<file path="src/dtcu_regs.vh">
`ifndef DTCU_REGS_VH
`define DTCU_REGS_VH

// ---------------------------------------------------------------------------
// special function register addresses
// ---------------------------------------------------------------------------
`define DTCU_ADDR_CTRL      8'h88
`define DTCU_ADDR_MODE      8'h89
`define DTCU_ADDR_LO0       8'h8A
`define DTCU_ADDR_LO1       8'h8B
`define DTCU_ADDR_HI0       8'h8C
`define DTCU_ADDR_HI1       8'h8D

// ---------------------------------------------------------------------------
// reset values
// ---------------------------------------------------------------------------
`define DTCU_RST_CTRL       8'h00
`define DTCU_RST_MODE       8'h00
`define DTCU_RST_BYTE       8'h00
`define DTCU_RD_UNMAPPED    8'h00

// ---------------------------------------------------------------------------
// control register bit positions
// ---------------------------------------------------------------------------
`define DTCU_CTRL_OVF1      7
`define DTCU_CTRL_RUN1      6
`define DTCU_CTRL_OVF0      5
`define DTCU_CTRL_RUN0      4

// ---------------------------------------------------------------------------
// mode register fields (per timer nibble, timer 1 in 7:4)
// ---------------------------------------------------------------------------
`define DTCU_MF_GATE        3
`define DTCU_MF_SEL         2
`define DTCU_MF_MODE_HI     1
`define DTCU_MF_MODE_LO     0
`define DTCU_MF_NIB1        4
`define DTCU_MODE_PRESC13   2'h0
`define DTCU_MODE_CASC16    2'h1
`define DTCU_MODE_RELOAD8   2'h2
`define DTCU_MODE_SPLIT     2'h3
`define DTCU_PRESC_MAX      5'h1F
`define DTCU_BYTE_MAX       8'hFF

// ---------------------------------------------------------------------------
// machine cycle timing: 12 core periods, phase index = (state-1)*2 + (p-1)
// ---------------------------------------------------------------------------
`define DTCU_CYC_LEN        4'hC
`define DTCU_PHASE_ZERO     4'h0
`define DTCU_PHASE_LAST     4'hB
`define DTCU_SAMPLE_PHASE   4'h9
`define DTCU_UPDATE_PHASE   4'h4

`endif

</file>
<file path="src/dtcu_timer_unit.v">
`timescale 1ns/1ns
`default_nettype none
`include "dtcu_regs.vh"

module dtcu_timer_unit (
    // clock and reset
    input  wire       ref_clk_i,
    input  wire       rst_n_i,
    // special function register port
    input  wire [7:0] sfr_addr_i,
    input  wire       sfr_wr_i,
    input  wire [7:0] sfr_wdata_i,
    input  wire       sfr_rd_i,
    input  wire       sfr_bit_wr_i,
    input  wire [2:0] sfr_bit_sel_i,
    input  wire       sfr_bit_val_i,
    output reg  [7:0] sfr_rdata_o,
    // interrupt vector acknowledges
    input  wire       first_vector_ack_i,
    input  wire       second_vector_ack_i,
    // external pins
    input  wire       first_count_input_i,
    input  wire       second_count_input_i,
    input  wire       first_ext_irq_pin_i,
    input  wire       second_ext_irq_pin_i,
    // overflow flags toward the interrupt controller
    output wire       first_overflow_flag_o,
    output wire       second_overflow_flag_o
);

    // -----------------------------------------------------------------------
    // registers
    // -----------------------------------------------------------------------
    reg  [7:0] timer_control_reg;
    reg  [7:0] timer_mode_reg;
    reg  [7:0] count_low_byte0_reg;
    reg  [7:0] count_high_byte0_reg;
    reg  [7:0] count_low_byte1_reg;
    reg  [7:0] count_high_byte1_reg;
    reg  [3:0] phase_reg;
    reg        pend0_reg;
    reg        pend1_reg;

    wire       sample_ph;
    wire       update_ph;
    wire [3:0] pin_raw;
    wire [3:0] pin_level;
    wire [3:0] pin_fall;

    // -----------------------------------------------------------------------
    // machine cycle phase counter
    // -----------------------------------------------------------------------

    // twelve core clocks per machine cycle
    always @(posedge ref_clk_i) begin
        if (!rst_n_i) begin
            phase_reg <= `DTCU_PHASE_ZERO;
        end else if (phase_reg == `DTCU_PHASE_LAST) begin
            phase_reg <= `DTCU_PHASE_ZERO;
        end else begin
            phase_reg <= phase_reg + 4'h1;
        end
    end

    assign sample_ph = (phase_reg == `DTCU_SAMPLE_PHASE);
    assign update_ph = (phase_reg == `DTCU_UPDATE_PHASE);

    // -----------------------------------------------------------------------
    // pin samplers: 0/1 count inputs, 2/3 interrupt pins used as gates
    // -----------------------------------------------------------------------
    assign pin_raw = {second_ext_irq_pin_i, first_ext_irq_pin_i,
                      second_count_input_i, first_count_input_i};

    genvar gi;
    generate
        for (gi = 0; gi < 4; gi = gi + 1) begin : g_pin
            dtcu_pin_sampler u_samp (
                .ref_clk_i (ref_clk_i),
                .rst_n_i   (rst_n_i),
                .pin_i     (pin_raw[gi]),
                .sample_i  (sample_ph),
                .level_o   (pin_level[gi]),
                .fall_o    (pin_fall[gi])
            );
        end
    endgenerate

    // -----------------------------------------------------------------------
    // detected edges wait for the update phase of the next machine cycle
    // -----------------------------------------------------------------------

    // edge from sample phase held until next update phase
    always @(posedge ref_clk_i) begin
        if (!rst_n_i) begin
            pend0_reg <= 1'b0;
            pend1_reg <= 1'b0;
        end else begin
            if (pin_fall[0]) begin
                pend0_reg <= 1'b1;
            end else if (update_ph) begin
                pend0_reg <= 1'b0;
            end
            if (pin_fall[1]) begin
                pend1_reg <= 1'b1;
            end else if (update_ph) begin
                pend1_reg <= 1'b0;
            end
        end
    end

    // -----------------------------------------------------------------------
    // mode field decode
    // -----------------------------------------------------------------------
    wire       gate0 = timer_mode_reg[`DTCU_MF_GATE];
    wire       sel0  = timer_mode_reg[`DTCU_MF_SEL];
    wire [1:0] mode0 = timer_mode_reg[`DTCU_MF_MODE_HI:`DTCU_MF_MODE_LO];
    wire       gate1 = timer_mode_reg[`DTCU_MF_GATE + `DTCU_MF_NIB1];
    wire       sel1  = timer_mode_reg[`DTCU_MF_SEL + `DTCU_MF_NIB1];
    wire [1:0] mode1 = timer_mode_reg[`DTCU_MF_MODE_HI + `DTCU_MF_NIB1:`DTCU_MF_MODE_LO + `DTCU_MF_NIB1];
    wire       run0  = timer_control_reg[`DTCU_CTRL_RUN0];
    wire       run1  = timer_control_reg[`DTCU_CTRL_RUN1];
    wire       split = (mode0 == `DTCU_MODE_SPLIT);

    // -----------------------------------------------------------------------
    // count enables
    // -----------------------------------------------------------------------

    // gating by interrupt pin, source select, run bit
    wire en0   = run0 & (~gate0 | pin_level[2]);
    wire en1   = run1 & (~gate1 | pin_level[3]);
    wire src0  = sel0 ? pend0_reg : 1'b1;
    wire src1  = sel1 ? pend1_reg : 1'b1;
    wire tick0 = update_ph & en0 & src0;
    wire tick1 = update_ph & en1 & src1 & (mode1 != `DTCU_MODE_SPLIT);
    wire tickh = update_ph & run1 & split;

    // -----------------------------------------------------------------------
    // one count step: returns {overflow, high, low}
    // -----------------------------------------------------------------------
    function [16:0] dtcu_step;
        input [1:0] mode;
        input [7:0] hi;
        input [7:0] lo;
        begin
            case (mode)
                `DTCU_MODE_PRESC13: begin
                    if (lo[4:0] == `DTCU_PRESC_MAX) begin
                        dtcu_step = {(hi == `DTCU_BYTE_MAX), hi + 8'h01,
                                     lo[7:5], 5'h00};
                    end else begin
                        dtcu_step = {1'b0, hi, lo[7:5], lo[4:0] + 5'h01};
                    end
                end
                `DTCU_MODE_CASC16: begin
                    if (lo == `DTCU_BYTE_MAX) begin
                        dtcu_step = {(hi == `DTCU_BYTE_MAX), hi + 8'h01, 8'h00};
                    end else begin
                        dtcu_step = {1'b0, hi, lo + 8'h01};
                    end
                end
                `DTCU_MODE_RELOAD8: begin
                    if (lo == `DTCU_BYTE_MAX) begin
                        dtcu_step = {1'b1, hi, hi};
                    end else begin
                        dtcu_step = {1'b0, hi, lo + 8'h01};
                    end
                end
                default: begin
                    dtcu_step = {(lo == `DTCU_BYTE_MAX), hi, lo + 8'h01};
                end
            endcase
        end
    endfunction

    // -----------------------------------------------------------------------
    // next count for each timer
    // -----------------------------------------------------------------------

    // both steps formed every clock, applied only on a tick
    wire [16:0] step0 = dtcu_step(mode0, count_high_byte0_reg, count_low_byte0_reg);
    wire [16:0] step1 = dtcu_step(mode1, count_high_byte1_reg, count_low_byte1_reg);

    // -----------------------------------------------------------------------
    // overflow events
    // -----------------------------------------------------------------------

    // overflow events, wrap from all ones at mode width
    wire ovf0   = tick0 & step0[16];
    wire ovfh   = tickh & (count_high_byte0_reg == `DTCU_BYTE_MAX);
    wire ovf1   = tick1 & step1[16] & ~split;

    // -----------------------------------------------------------------------
    // register writes, byte and bit addressed
    // -----------------------------------------------------------------------
    wire wr_ctrl = sfr_wr_i & (sfr_addr_i == `DTCU_ADDR_CTRL);
    wire bw_ctrl = sfr_bit_wr_i & (sfr_addr_i == `DTCU_ADDR_CTRL);
    wire wr_mode = sfr_wr_i & (sfr_addr_i == `DTCU_ADDR_MODE);
    wire wr_lo0  = sfr_wr_i & (sfr_addr_i == `DTCU_ADDR_LO0);
    wire wr_hi0  = sfr_wr_i & (sfr_addr_i == `DTCU_ADDR_HI0);
    wire wr_lo1  = sfr_wr_i & (sfr_addr_i == `DTCU_ADDR_LO1);
    wire wr_hi1  = sfr_wr_i & (sfr_addr_i == `DTCU_ADDR_HI1);

    // software image of the control register after this cycle's write
    reg  [7:0] ctrl_sw;

    always @* begin
        ctrl_sw = timer_control_reg;
        if (wr_ctrl) begin
            ctrl_sw = sfr_wdata_i;
        end else if (bw_ctrl) begin
            ctrl_sw[sfr_bit_sel_i] = sfr_bit_val_i;
        end
    end

    // -----------------------------------------------------------------------
    // control and mode registers
    // -----------------------------------------------------------------------

    // overflow set wins over software clear and vector clear
    always @(posedge ref_clk_i) begin
        if (!rst_n_i) begin
            timer_control_reg <= `DTCU_RST_CTRL;
            timer_mode_reg    <= `DTCU_RST_MODE;
        end else begin
            if (wr_mode) begin
                timer_mode_reg <= sfr_wdata_i;
            end
            timer_control_reg <= ctrl_sw;
            if (ovf0) begin
                timer_control_reg[`DTCU_CTRL_OVF0] <= 1'b1;
            end else if (first_vector_ack_i) begin
                timer_control_reg[`DTCU_CTRL_OVF0] <= 1'b0;
            end
            if (ovf1 | ovfh) begin
                timer_control_reg[`DTCU_CTRL_OVF1] <= 1'b1;
            end else if (second_vector_ack_i) begin
                timer_control_reg[`DTCU_CTRL_OVF1] <= 1'b0;
            end
        end
    end

    // -----------------------------------------------------------------------
    // first timer count registers
    // -----------------------------------------------------------------------

    // software write takes the byte over a count in the same cycle
    always @(posedge ref_clk_i) begin
        if (!rst_n_i) begin
            count_low_byte0_reg  <= `DTCU_RST_BYTE;
            count_high_byte0_reg <= `DTCU_RST_BYTE;
        end else begin
            if (wr_lo0) begin
                count_low_byte0_reg <= sfr_wdata_i;
            end else if (tick0) begin
                count_low_byte0_reg <= step0[7:0];
            end
            if (wr_hi0) begin
                count_high_byte0_reg <= sfr_wdata_i;
            end else if (split) begin
                if (tickh) begin
                    count_high_byte0_reg <= count_high_byte0_reg + 8'h01;
                end
            end else if (tick0) begin
                count_high_byte0_reg <= step0[15:8];
            end
        end
    end

    // -----------------------------------------------------------------------
    // second timer count registers
    // -----------------------------------------------------------------------

    // holds while in its stopped mode
    always @(posedge ref_clk_i) begin
        if (!rst_n_i) begin
            count_low_byte1_reg  <= `DTCU_RST_BYTE;
            count_high_byte1_reg <= `DTCU_RST_BYTE;
        end else begin
            if (wr_lo1) begin
                count_low_byte1_reg <= sfr_wdata_i;
            end else if (tick1) begin
                count_low_byte1_reg <= step1[7:0];
            end
            if (wr_hi1) begin
                count_high_byte1_reg <= sfr_wdata_i;
            end else if (tick1) begin
                count_high_byte1_reg <= step1[15:8];
            end
        end
    end

    // -----------------------------------------------------------------------
    // register read port
    // -----------------------------------------------------------------------

    // read data registered, unmapped addresses read zero
    always @(posedge ref_clk_i) begin
        if (!rst_n_i) begin
            sfr_rdata_o <= `DTCU_RD_UNMAPPED;
        end else if (sfr_rd_i) begin
            case (sfr_addr_i)
                `DTCU_ADDR_CTRL: sfr_rdata_o <= timer_control_reg;
                `DTCU_ADDR_MODE: sfr_rdata_o <= timer_mode_reg;
                `DTCU_ADDR_LO0:  sfr_rdata_o <= count_low_byte0_reg;
                `DTCU_ADDR_HI0:  sfr_rdata_o <= count_high_byte0_reg;
                `DTCU_ADDR_LO1:  sfr_rdata_o <= count_low_byte1_reg;
                `DTCU_ADDR_HI1:  sfr_rdata_o <= count_high_byte1_reg;
                default:         sfr_rdata_o <= `DTCU_RD_UNMAPPED;
            endcase
        end
    end

    // flags straight from the control register
    assign first_overflow_flag_o  = timer_control_reg[`DTCU_CTRL_OVF0];
    assign second_overflow_flag_o = timer_control_reg[`DTCU_CTRL_OVF1];

endmodule // dtcu_timer_unit

`default_nettype wire

</file>
<file path="src/dtcu_pin_sampler.v">
`timescale 1ns/1ns
`default_nettype none

// ---------------------------------------------------------------------------
// pin synchroniser, filter and per machine cycle sampler
// ---------------------------------------------------------------------------
module dtcu_pin_sampler (
    // clock and reset
    input  wire       ref_clk_i,
    input  wire       rst_n_i,
    // pin and sample strobe
    input  wire       pin_i,
    input  wire       sample_i,
    // results
    output wire       level_o,
    output wire       fall_o
);

    reg sync1_reg;
    reg sync2_reg;
    reg sync3_reg;
    reg filt_reg;
    reg samp_reg;
    reg fall_reg;

    // three stage synchroniser, level accepted when stages two and three agree
    always @(posedge ref_clk_i) begin
        if (!rst_n_i) begin
            sync1_reg <= 1'b0;
            sync2_reg <= 1'b0;
            sync3_reg <= 1'b0;
            filt_reg  <= 1'b0;
        end else begin
            sync1_reg <= pin_i;
            sync2_reg <= sync1_reg;
            sync3_reg <= sync2_reg;
            if (sync2_reg == sync3_reg) begin
                filt_reg <= sync3_reg;
            end
        end
    end

    // one sample per machine cycle, fall when high then low
    always @(posedge ref_clk_i) begin
        if (!rst_n_i) begin
            samp_reg <= 1'b0;
            fall_reg <= 1'b0;
        end else if (sample_i) begin
            samp_reg <= filt_reg;
            fall_reg <= samp_reg & ~filt_reg;
        end else begin
            fall_reg <= 1'b0;
        end
    end

    assign level_o = filt_reg;
    assign fall_o  = fall_reg;

endmodule // dtcu_pin_sampler

`default_nettype wire

</file>
<file path="config.mk">
export PLATFORM = sky130hd
export DESIGN_NAME = dtcu_timer_unit
export DESIGN_NICKNAME = d
export VERILOG_FILES = /design/src/dtcu_timer_unit.v /design/src/dtcu_pin_sampler.v
export VERILOG_INCLUDE_DIRS = /design/src
export SDC_FILE = /design/constraint.sdc
export NUM_CORES = 1
export LEC_CHECK = 0
export ABC_AREA = 1
export ABC_CLOCK_PERIOD_IN_PS = 2200
export BUFFER_PORTS_ARGS = -buffer_cell sky130_fd_sc_hd__buf_2
export CAP_MARGIN = 20
export CORE_MARGIN = 4
export CORE_UTILIZATION = 40
export DETAILED_ROUTE_END_ITERATION = 12
export SYNTH_ARGS = -nofsm -noshare
export SYNTH_HDL_FRONTEND = slang
export SYNTH_HIERARCHICAL = 1
export SYNTH_SLANG_ARGS = --single-unit
export TNS_END_PERCENT = 5
</file>
<file path="constraint.sdc">
create_clock -name ref_clk_i -period 2.2 [get_ports ref_clk_i]
set_input_delay 0 -clock ref_clk_i [delete_from_list [all_inputs] [get_ports ref_clk_i]]
set_output_delay 0 -clock ref_clk_i [all_outputs]
set_load 0.03 [all_outputs]
</file>
==> metrics list, run 1 <==
- The flow ran to the end, and the final reports show no timing, DRC or antenna violations.
- Synthesis produced a netlist whose cell count is 781.
* Port Buffer Count: 40
- Routability-driven placement finished with a final weighted congestion of 0.9411.
- For this run, the post-layout net count is 867.
- Deepest clock path buffer count: 2
* Via-per-instance ratio: 5.258
- Adding up every negative setup slack in the final design gives 0 ps.
* Worst Setup Path Type: flip-flop to flip-flop
* Average cell area after synthesis: 6.548 um2
- The share of total power dissipated in combinational logic is 7.0%.
* Hold path depth: 3
- The number of antenna violations at the first check in global routing is 0.
- For the worst-skew pair, the clock arrives at the later sink with an insertion delay of 350 ps.
* Path class of the lowest-slack min-delay path: input port to flip-flop
* DRC violations left: 0
- In the global route stage, overall resource usage came out at 22.19%.
* Clock sinks: 82
- The number of global-route vias before repair is 4862.
- The number of endpoints with negative hold slack in the final report is 0.
- The internal portion of the total power is 0.002468 W.
- Initial DRC count: 547
- Cells fill 46.36% of the core in the end.
- Most frequent cell on the critical path: sky130_fd_sc_hd__nor2_1
* Total net switching power: 0.0008411 W
* Clock tree from TritonCTS: yes
- Antenna Violating Nets Remaining: 0
- For this design the static power due to leakage is 2.495 nW.
- ANT cells: 0
- The clock network is responsible for 47.0% of the overall power.
* Synthesized netlist net count: 821
- In this run the power density over the cells is 567.9 mW/mm2.
* Height of the die: 121.1 um
* CTS buffer count: 9
- For this design, the slowest cell found on the critical path is sky130_fd_sc_hd__dfxtp_1.
* Maximum vdd ir drop: 0.4019 mV
- First-pass GRT wire length: 25450 um
* WP depth: 13
* Final number of max-transition violations: 0
* Endpoint type of the worst setup path: flip-flop
* Category of cells accounting for the largest share of critical-path delay: simple AND/OR/NAND/NOR gates
* DR pass1 iterations: 7
* Sequential power share: 46.0%
- Once the floorplan was initialized, standard cells occupied 40.69% of the core.
- Of the available clock period, the critical path in the final layout requires 90.68%.
- Across the run, the number of max-cap violations was 0.
- Once detailed placement completed, the half-perimeter wirelength came to 12010 um.
- Setup repair after global routing missed its margin: no
* Critical path cell sequence: ha_1 -> nand2_2 -> nor2_4 -> ha_1 -> inv_1 -> nor2_1 -> inv_2 -> o21ai_4 -> nand2_4 -> nand2_8 -> o21ai_0 -> nor2_1 -> nor2_1
* Worst Max-Slew Pin Slew: 705.0 ps
- Drt wl/cell: 15.91 um
- Based on the critical path, the design can be clocked at up to 501.3 MHz.
- Synth warnings: 6
* Io pins: 41
* Buffers plus inverters on the worst setup path: 2
* Final setup fails: 0
- On the final layout, the worst clock skew is 10.05 ps.
- Top fanout value on the critical path: 8
* CP Data Arrival Time: 2210 ps
- Counting the fill cells in the layout gives 1294.
* Number of cells on the worst reg-to-reg path: 13
- The synthesized netlist occupies a cell area of 0.005114 mm2.
- The die covers 0.01466 mm2.
- In this design, the stage delay of the slowest critical-path cell is 400 ps.
* Period minus WS final: 1995 ps
* Commonest non-fill, non-tap cells in the layout: sky130_fd_sc_hd__nand2_1, sky130_fd_sc_hd__inv_1, sky130_fd_sc_hd__dfxtp_1, sky130_fd_sc_hd__nor2_1, sky130_fd_sc_hd__a21oi_1
* CTS clock-pin slew for the worst setup and hold paths: 60 ps
* Share of cells above drive strength 1: 12.86%
- Site Rows: 41
- STA classifies the critical path startpoint as a flip-flop.
- The area growth from synthesis to layout is 13.95%.
- The region available for standard cell placement spans 0.01257 mm2.
* Die X: 121.1 um
- Most frequent standard cell in the layout excluding fill and tap cells: sky130_fd_sc_hd__nand2_1
- Number of resized instances in the post-cts repair step: 0
* Total gr overflow: 0
* Via Count: 5279
- Clk Tree Root Cell: sky130_fd_sc_hd__clkbuf_16
- CP Data Required Time: 2420 ps
- Level count of the clock H-tree: 3
- Maximum number of pins on one net before global-route repair: 42
* Switching part of the total: 25.42%
- Worst-case headroom to the max-slew limit: 53.00%
- The routed design has 15970 um of wire.
what timing repair did:
item                                   in CTS  in global routing
hold buffers                                6                  0
endpoints found under the hold margin       6                  0
buffers inserted                            0                  0
worst reg2reg max path: cells and delay by family, from the launching register on:
kind            cells  cell delay, ps
flops               1             400
simple gates        7             750
compound gates      2             200
fa+ha+maj           2             390
buf+inv             2             120
per-stage QoR:
stage	instances	hold WS (ps)	power, W	setup WS, ps	area (um2)
after floorplan	781	93.45	0.001671	471.5	5114
after global placement	982	181.7	0.001772	330.1	5465
after detailed placement	982	186.8	0.001776	255.9	5465
after CTS	1004	23.21	0.003332	237.8	5827
after global routing	1004	24.61	0.003423	15.08	5827
final	1004	23.12	0.003309	205.1	5827
final cells by class:
type / instances / area, um2 / area share [%]
repair buffers: 50 / 290.3 / 4.982
inverters: 117 / 441.7 / 7.580
clock inverters: 6 / 72.57 / 1.245
clock buffers: 10 / 229.0 / 3.930
flip-flops and latches: 82 / 1642 / 28.17
multi-input cells: 567 / 2937 / 50.40
well taps: 172 / 215.2 / 3.693
metal layers:
| metal | vias to the layer above | part of all wire [%] | track usage (%) |
|---|---|---|---|
| met5 | - | 0 | 0 |
| met4 | 0 | 2.3 | 6.516 |
| met3 | 25 | 7.2 | 4.802 |
| met2 | 200 | 47 | 36.54 |
| met1 | 2410 | 44 | 29.18 |
| li1 | 2644 | - | - |
power groups by stage:
stage | logic [W] | clock network, W | registers [W]
6_report | 0.000233 | 0.00156 | 0.00152
5_1_grt | 0.000253 | 0.00165 | 0.00152
4_1_cts | 0.000230 | 0.00158 | 0.00152
3_5_place_dp | 0.000221 | 0 | 0.00155
3_3_place_gp | 0.000218 | 0 | 0.00155
2_1_floorplan | 0.000106 | 0 | 0.00156
final timing paths:
check / start / slack, ps / to
max: count_low_byte1_reg[0] / 210 / count_high_byte1_reg[5]
min: sfr_wdata_i[0] / 20 / count_high_byte1_reg[0]
max reg2reg: count_low_byte1_reg[0] / 210 / count_high_byte1_reg[5]
min reg2reg: g_pin[3].u_samp/sync1_reg / 410 / g_pin[3].u_samp/sync2_reg
No activity file was read; power rests on OpenSTA's default activity.
==> inputs of run 2 (changes only) <==
Settings changed: CORE_ASPECT_RATIO set to 1.5.
==> run 2 against run 1 <==
  * Non-clock buffer count rose by 2
  * Largest power group is now registers
  * Die area rose by 0.26%
  * Total power fell by 5.0%
  * Largest cell class unchanged
  * Critical endpoint unchanged
==> metrics list, run 2 (same netlist as run 1, synthesis figures left out) <==
- Core Area: 0.01251 mm2 (-0.45%)
- Port Buffer Count: 40 (unchanged)
* Setup crit end: count_high_byte1_reg[5]
- The total negative slack came to 0 ps (unchanged).
* Share of cells above drive strength 1: 12.85% (-0.015 points)
- Total gr overflow: 0 (unchanged)
* Via Count: 5249 (-0.57%)
* Post-Route WL: 16920 um (+5.9%)
- The number of antenna repair diodes is 0 (unchanged).
* Die Footprint: 0.01469 mm2 (+0.26%)
- Antenna Violating Nets Remaining: 0 (unchanged)
- Most frequent standard cell in the layout excluding fill and tap cells: sky130_fd_sc_hd__nand2_1
- The max-cap violation count came to 0 (unchanged).
* Die X: 100.3 um (-17%)
- Setup repair after global routing left no endpoint under its margin.
* CP Data Arrival Time: 2170 ps (-40 ps)
* Number of cells on the worst reg-to-reg path: 13 (unchanged)
- STA classifies the critical path startpoint as a flip-flop.
- Top layer used by detailed routing: met4
- The critical path is of the flip-flop to flip-flop type.
* Final setup fails: 0 (unchanged)
* Initial DRC count: 293 (-46%)
- Drt wl/cell: 17.10 um (+7.5%)
- The clock-pin transition on the worst setup and hold timing paths is 60 ps (about the same).
- Number of cells after detailed placement: 968 (-1.4%)
- Level count of the clock H-tree: 3 (unchanged)
* Clock sinks: 82 (unchanged)
- Worst-case headroom to the max-slew limit: 50.32% (-2.7 points)
* Endpoint type of the worst setup path: flip-flop
- Final weighted congestion of routability-driven global placement: 0.9818 (+4.3%)
- The path class of the tightest hold or removal check is input port to flip-flop.
- GR Util All Layers: 23.65% (+1.5 points)
- The clock buffer count from CTS is 9 (unchanged).
- The post-cts repair resize count was 0 (unchanged).
* Count of nets after finishing: 869 (+0.23%)
- The final worst-path cycle share was 89.52% (-1.2 points).
- The slew at the pin closest to its max-slew limit was 745.2 ps (+40.20 ps).
- The maximum number of pins on one net before global-route repair is 40 (-4.8%).
- The first-pass iteration count of the detailed router is 5 (-2).
- Vias in the first global route: 5140 (+5.7%)
* Met3 Wirelength: 719 um (-38%)
- The leakage power is 2.486 nW (-0.38%).
- Startpoint of the most critical register-to-register path: count_low_byte1_reg[0]
- The final clock skew came to 8.413 ps (-1.632 ps).
* Number of fillers in the final layout: 1339 (+3.5%)
- CP Data Required Time: 2400 ps (-20 ps)
* Insertion delay of the later-clocked pin in the worst-skew pair: 340 ps (about the same)
- Relative to the synthesized area, the layout overhead comes to 13.31%.
* Footprint of the multi-input gates: 0.002937 mm2 (unchanged)
- Initial antenna violation count: 0 (unchanged)
- The minimum clock period after layout was 1969 ps (-25.43 ps).
- Maximum vdd ir drop: 0.4060 mV (+1.0%)
* Clock tree from TritonCTS: yes
- Initial Util: 40.87% (+0.18 points)
* Maximum frequency from static timing analysis: 507.8 MHz (+1.3%)
* Register area: 0.001642 mm2 (unchanged)
- Total power density per cell area: 542.6 mW/mm2 (-4.4%)
* DRC violations left: 0 (unchanged)
* HPWL Detailed: 13220 um (+10%)
* WL met1: 7084 um (+1.6%)
* Worst setup path startpoint: count_low_byte1_reg[0]
* Capturing point of the worst reg2reg path: count_high_byte1_reg[5]
* Final number of max-transition violations: 0 (unchanged)
- The run finished with clean final reports.
- Top fanout value on the critical path: 8 (unchanged)
- Site Rows: 50 (+22%)
- The wire length on met2 was 8362 um (+12%).
* First-pass GRT wire length: 27110 um (+6.5%)
* Setup slack on the worst flop-to-flop path: 230 ps (+30 ps)
- The number of endpoints with negative hold slack in the final report is 0 (unchanged).
- Final instance count without filler cells: 989 (-1.5%)
* Worst setup slack after layout: 230.5 ps (+25.43 ps)
* Pre-CTS setup slack: 248.5 ps (-7.460 ps)
* Commonest non-fill, non-tap cells in the layout: sky130_fd_sc_hd__nand2_1, sky130_fd_sc_hd__inv_1, sky130_fd_sc_hd__dfxtp_1, sky130_fd_sc_hd__nor2_1, sky130_fd_sc_hd__a21oi_1
- Via-per-instance ratio: 5.307 (+0.94%)
- Deepest clock path buffer count: 2 (unchanged)
- Io pins: 41 (unchanged)
* Clk Tree Root Cell: sky130_fd_sc_hd__clkbuf_16
- Height of the die: 146.5 um (+21%)
-- run 2: layer usage --
layer	track usage (%)	up-vias
met1	29.71	2402
li1	-	2649
met3	2.390	44
met4	11.94	0
met5	0	-
met2	39.58	154
-- run 2: per-stage QoR --
stage	utilization, %	hold slack, ps	instance area [um2]	total power, W
floorplan	-	93.45	5114	0.001671
global placement	43.74	183.2	5473	0.001777
detailed placement	43.74	188.0	5473	0.001781
CTS	46.31	20.52	5794	0.003175
global route	46.31	39.92	5794	0.003258
finish	46.31	38.79	5794	0.003144
-- run 2: report_power, final --
part	total (W)	switching (W)	leakage (nW)	internal, W
Clock	0.00139	0.000625	0.122	0.000762
Sequential	0.00152	0.0000134	0.664	0.00151
Combinational	0.000237	0.000165	1.70	0.0000729
Total	0.00314	0.000803	2.49	0.00234
-- run 2: worst min path at each step --
| stage | start | depth (start not counted) | endpoint |
|---|---|---|---|
| floorplan | rst_n_i | 2 | g_pin[0].u_samp/sync1_reg |
| global placement | second_count_input_i | 3 | g_pin[1].u_samp/sync1_reg |
| detailed placement | second_count_input_i | 3 | g_pin[1].u_samp/sync1_reg |
| CTS | sfr_wdata_i[0] | 3 | count_high_byte1_reg[0] |
| global route | sfr_wdata_i[6] | 3 | timer_mode_reg[6] |
| finish | sfr_wdata_i[2] | 3 | count_low_byte1_reg[2] |
-- run 2: critical path: stages, from the launching register on --
cell and delay, ps:
sky130_fd_sc_hd__dfxtp_1 400, sky130_fd_sc_hd__ha_1 200, sky130_fd_sc_hd__nand2_2 80, sky130_fd_sc_hd__nor2_4 150
sky130_fd_sc_hd__ha_1 170, sky130_fd_sc_hd__inv_1 50, sky130_fd_sc_hd__nor2_1 170, sky130_fd_sc_hd__inv_2 80
sky130_fd_sc_hd__o21ai_4 100, sky130_fd_sc_hd__nand2_4 110, sky130_fd_sc_hd__nand2_8 100, sky130_fd_sc_hd__o21ai_0 80
sky130_fd_sc_hd__nor2_1 100, sky130_fd_sc_hd__nor2_1 40
-- run 2: cell type report --
type                       instances  area share, %
multi-input combinational        567          50.68
clock buffer                      11          4.016
clock inverter                     4         0.4967
timing repair buffer              52          5.485
inverter                         117          7.623
tap                              156          3.369
sequential                        82          28.33
-- run 2: what timing repair did --
action | CTS | global route
endpoints found under the hold margin | 6 | 0
buffers inserted | 0 | 0
hold buffers | 6 | 0
endpoints found under the setup margin | 0 | 0
==> inputs of run 3 (changes only) <==
Settings changed: CORE_ASPECT_RATIO 1.5 to 0.9, GPL_TIMING_DRIVEN set to 0, SKIP_LAST_GASP set to 1.
==> run 3 against run 2 <==
  * Non-clock buffer count rose by 9
  * Total power up 1.8%
  * Hold slack lost 11 ps
  * Critical path depth unchanged
  * Global-route usage shrank 0.37 points
  * Via count increased by 1.9%
  * Clock power rose by 4%
  * Sequential share of layout area is 0.30 points lower
  * Register-to-register slack worse by 20 ps
  * Worst setup slack got worse by 20 ps
  * Die area is 0.23% lower
==> metrics list, run 3 (same netlist as run 1, synthesis figures left out) <==
- GR Util All Layers: 23.27% (-0.37 points)
- The global-route wire length before repair is 26480 um (-2.3%).
* Worst setup SP type: flip-flop
- TritonCTS built the clock tree.
* Buffers plus inverters on the worst setup path: 2 (unchanged)
- The boundary pin count is 41 (unchanged).
- The max-cap violation count was 0 (unchanged).
- The final clock skew came to 11.42 ps (+3.009 ps).
- CP Data Arrival Time: 2210 ps (+40 ps)
* Category of cells accounting for the largest share of critical-path delay: simple AND/OR/NAND/NOR gates
- The sum of routed wire length over all layers came to 16440 um (-2.8%).
- Signed area change from the synthesized netlist to the final layout: 14.53%
- Maximum vdd ir drop: 0.4317 mV (+6.3%)
- The final worst slack was 210.8 ps (-19.75 ps).
- The critical path in this run is classified as flip-flop to flip-flop.
* Antenna Violating Nets Remaining: 0 (unchanged)
- Slowest stage cell, crit path: sky130_fd_sc_hd__dfxtp_1
- The maximum number of pins on one net before global-route repair was 23 (-43%).
* Critical path cell sequence: ha_1 -> nand2_2 -> nor2_4 -> ha_1 -> inv_1 -> nor2_2 -> inv_2 -> o21ai_4 -> nand2_4 -> nand2_8 -> o21ai_0 -> nor2_1 -> nor2_1
- Final weighted congestion of routability-driven global placement: 0.9391 (-4.3%)
* Worst Max-Slew Pin Slew: 731.5 ps (-13.71 ps)
* DRC violations left: 0 (unchanged)
* Worst-case headroom to the max-slew limit: 51.23% (+0.91 points)
* Initial DRC count: 520 (+77%)
* Final instance count without filler cells: 1003 (+1.4%)
* Commonest non-fill, non-tap cells in the layout: sky130_fd_sc_hd__nand2_1, sky130_fd_sc_hd__inv_1, sky130_fd_sc_hd__dfxtp_1, sky130_fd_sc_hd__nor2_1, sky130_fd_sc_hd__a21oi_1
- The power share of the combinational group came to 7.4% (-0.2 points).
- The part of the power in the clock network is 45.1% (+1.0 points).
- Final setup fails: 0 (unchanged)
* Path class of the lowest-slack min-delay path: input port to flip-flop
- CTS placed an instance of sky130_fd_sc_hd__clkbuf_16 at the clock tree root.
* Top fanout value on the critical path: 8 (unchanged)
* Die Footprint: 0.01466 mm2 (-0.23%)
- Endpoint type of the worst setup path: flip-flop
* Final number of max-transition violations: 0 (unchanged)
- The number of cell rows is 38 (-24%).
- The library cell used most frequently in the layout, excluding fill and tap cells, is sky130_fd_sc_hd__nand2_1.
* Drt wl/cell: 16.39 um (-4.1%)
- Number of fillers in the final layout: 1284 (-4.1%)
- Port Buffer Count: 40 (unchanged)
* Final critical-path share of the clock period: 90.42% (+0.90 points)
- The clock insertion delay at the later pin of the skew report is 350 ps (about the same).
* Sum of negative setup slack: 0 ps (unchanged)
- The clock sink count was 82 (unchanged).
- The internal power component is 0.002352 W (+0.46%).
- ANT cells: 0 (unchanged)
- The initial cell density of the core is 41.69% (+0.82 points).
- HPWL Detailed: 12570 um (-4.9%)
* Total power density per cell area: 546.6 mW/mm2 (+0.73%)
- The minimum clock period after layout came to 1989 ps (+19.75 ps).
- The number of endpoints with negative hold slack in the final report was 0 (unchanged).
* Count of nets after finishing: 878 (+1.0%)
- The clock buffer count from CTS was 9 (unchanged).
- The leakage power is 2.515 nW (+1.2%).
* Level count of the clock H-tree: 3 (unchanged)
- The power share of the sequential group is 47.5% (-0.8 points).
- Via-per-instance ratio: 5.333 (+0.48%)
- The number of antenna violations at the first check in global routing came to 0 (unchanged).
- Launch point of the worst hold path: sfr_wdata_i[6]
- The switching power total was 0.0008495 W (+5.7%).
- DR pass1 iterations: 5 (unchanged)
* Die X: 127.2 um (+27%)
- The vertical die dimension is 115.3 um (-21%).
- The number of global-route vias before repair came to 4993 (-2.9%).
- The biggest cell delay along the critical path was 420 ps (+20 ps).
- Worst setup path startpoint: count_low_byte1_reg[0]
* Core Area: 0.01227 mm2 (-2.0%)
- Setup repair after global routing left no endpoint under its margin.
* Maximum frequency from static timing analysis: 502.7 MHz (-0.99%)
- The count of vias placed by the detailed router came to 5349 (+1.9%).
- The fraction of power spent switching nets is 26.54% (+0.99 points).
- The clock-pin transition on the worst setup and hold timing paths is 60 ps (about the same).
- The worst-case setup slack after placement is 214.1 ps (-34.37 ps).
- Status: completed
- Deepest clock path buffer count: 2 (unchanged)
- The share of cells above drive strength 1 is 13.40% (+0.56 points).
* Total gr overflow: 0 (unchanged)
- Startpoint of the most critical register-to-register path: count_low_byte1_reg[0]
- Number of cells after detailed placement: 981 (+1.3%)
- CP Data Required Time: 2420 ps (+20 ps)
-- run 3: timing repair --
action / CTS / global route
setup endpoints to repair: 0 / 5
endpoints found under the hold margin: 6 / 0
hold buffers: 6 / 0
resized for setup: 0 / 2
buffers inserted: 0 / 0
-- run 3: layout make-up --
cell class | instances | area (um2) | area share, %
inverters | 117 | 441.7 | 7.541
clock inverters | 7 | 55.05 | 0.9400
multi-input cells | 567 | 2939 | 50.18
well taps | 160 | 200.2 | 3.418
flip-flops and latches | 82 | 1642 | 28.03
plain buffers | 15 | 93.84 | 1.602
repair buffers | 46 | 260.3 | 4.443
clock buffers | 9 | 225.2 | 3.845
-- run 3: final timing paths --
| check | end | slack [ps] | cells past startpoint |
|---|---|---|---|
| min | timer_mode_reg[6] | 30 | 3 |
| max reg2reg | count_high_byte1_reg[5] | 210 | 13 |
| min reg2reg | g_pin[3].u_samp/sync2_reg | 410 | 2 |
| max | count_high_byte1_reg[5] | 210 | 13 |
-- run 3: stage by stage --
| step | hold WS [ps] | util, % | total power, W | area (um2) |
|---|---|---|---|---|
| 2_1_floorplan | 93.45 | - | 0.001671 | 5114 |
| 3_3_place_gp | 182.8 | 44.95 | 0.001777 | 5514 |
| 6_report | 28.22 | 47.75 | 0.003201 | 5857 |
| 3_5_place_dp | 183.7 | 44.95 | 0.001781 | 5514 |
| 5_1_grt | 32.79 | 47.75 | 0.003328 | 5857 |
| 4_1_cts | 14.96 | 47.73 | 0.003229 | 5854 |
-- run 3: worst register-to-register path: stages, from the launching register on --
cell and delay, ps:
sky130_fd_sc_hd__dfxtp_1 420, sky130_fd_sc_hd__ha_1 200, sky130_fd_sc_hd__nand2_2 80, sky130_fd_sc_hd__nor2_4 170, sky130_fd_sc_hd__ha_1 170, sky130_fd_sc_hd__inv_1 60, sky130_fd_sc_hd__nor2_2 130, sky130_fd_sc_hd__inv_2 60
sky130_fd_sc_hd__o21ai_4 100, sky130_fd_sc_hd__nand2_4 120, sky130_fd_sc_hd__nand2_8 110, sky130_fd_sc_hd__o21ai_0 100, sky130_fd_sc_hd__nor2_1 100, sky130_fd_sc_hd__nor2_1 40
-- run 3: routing by layer --
metal / global-route usage (%) / share of wire [%]
met5: 0 / 0
met4: 8.578 / 2.9
met2: 36.07 / 43
met3: 5.574 / 8.8
met1: 31.65 / 45
-- run 3: power groups by stage --
| stage | clock network (W) | logic, W | registers (W) |
|---|---|---|---|
| final | 0.00144 | 0.000237 | 0.00152 |
| after CTS | 0.00147 | 0.000236 | 0.00152 |
| after detailed placement | 0 | 0.000227 | 0.00155 |
| after global routing | 0.00155 | 0.000260 | 0.00152 |
| after global placement | 0 | 0.000223 | 0.00155 |
| after floorplan | 0 | 0.000106 | 0.00156 |
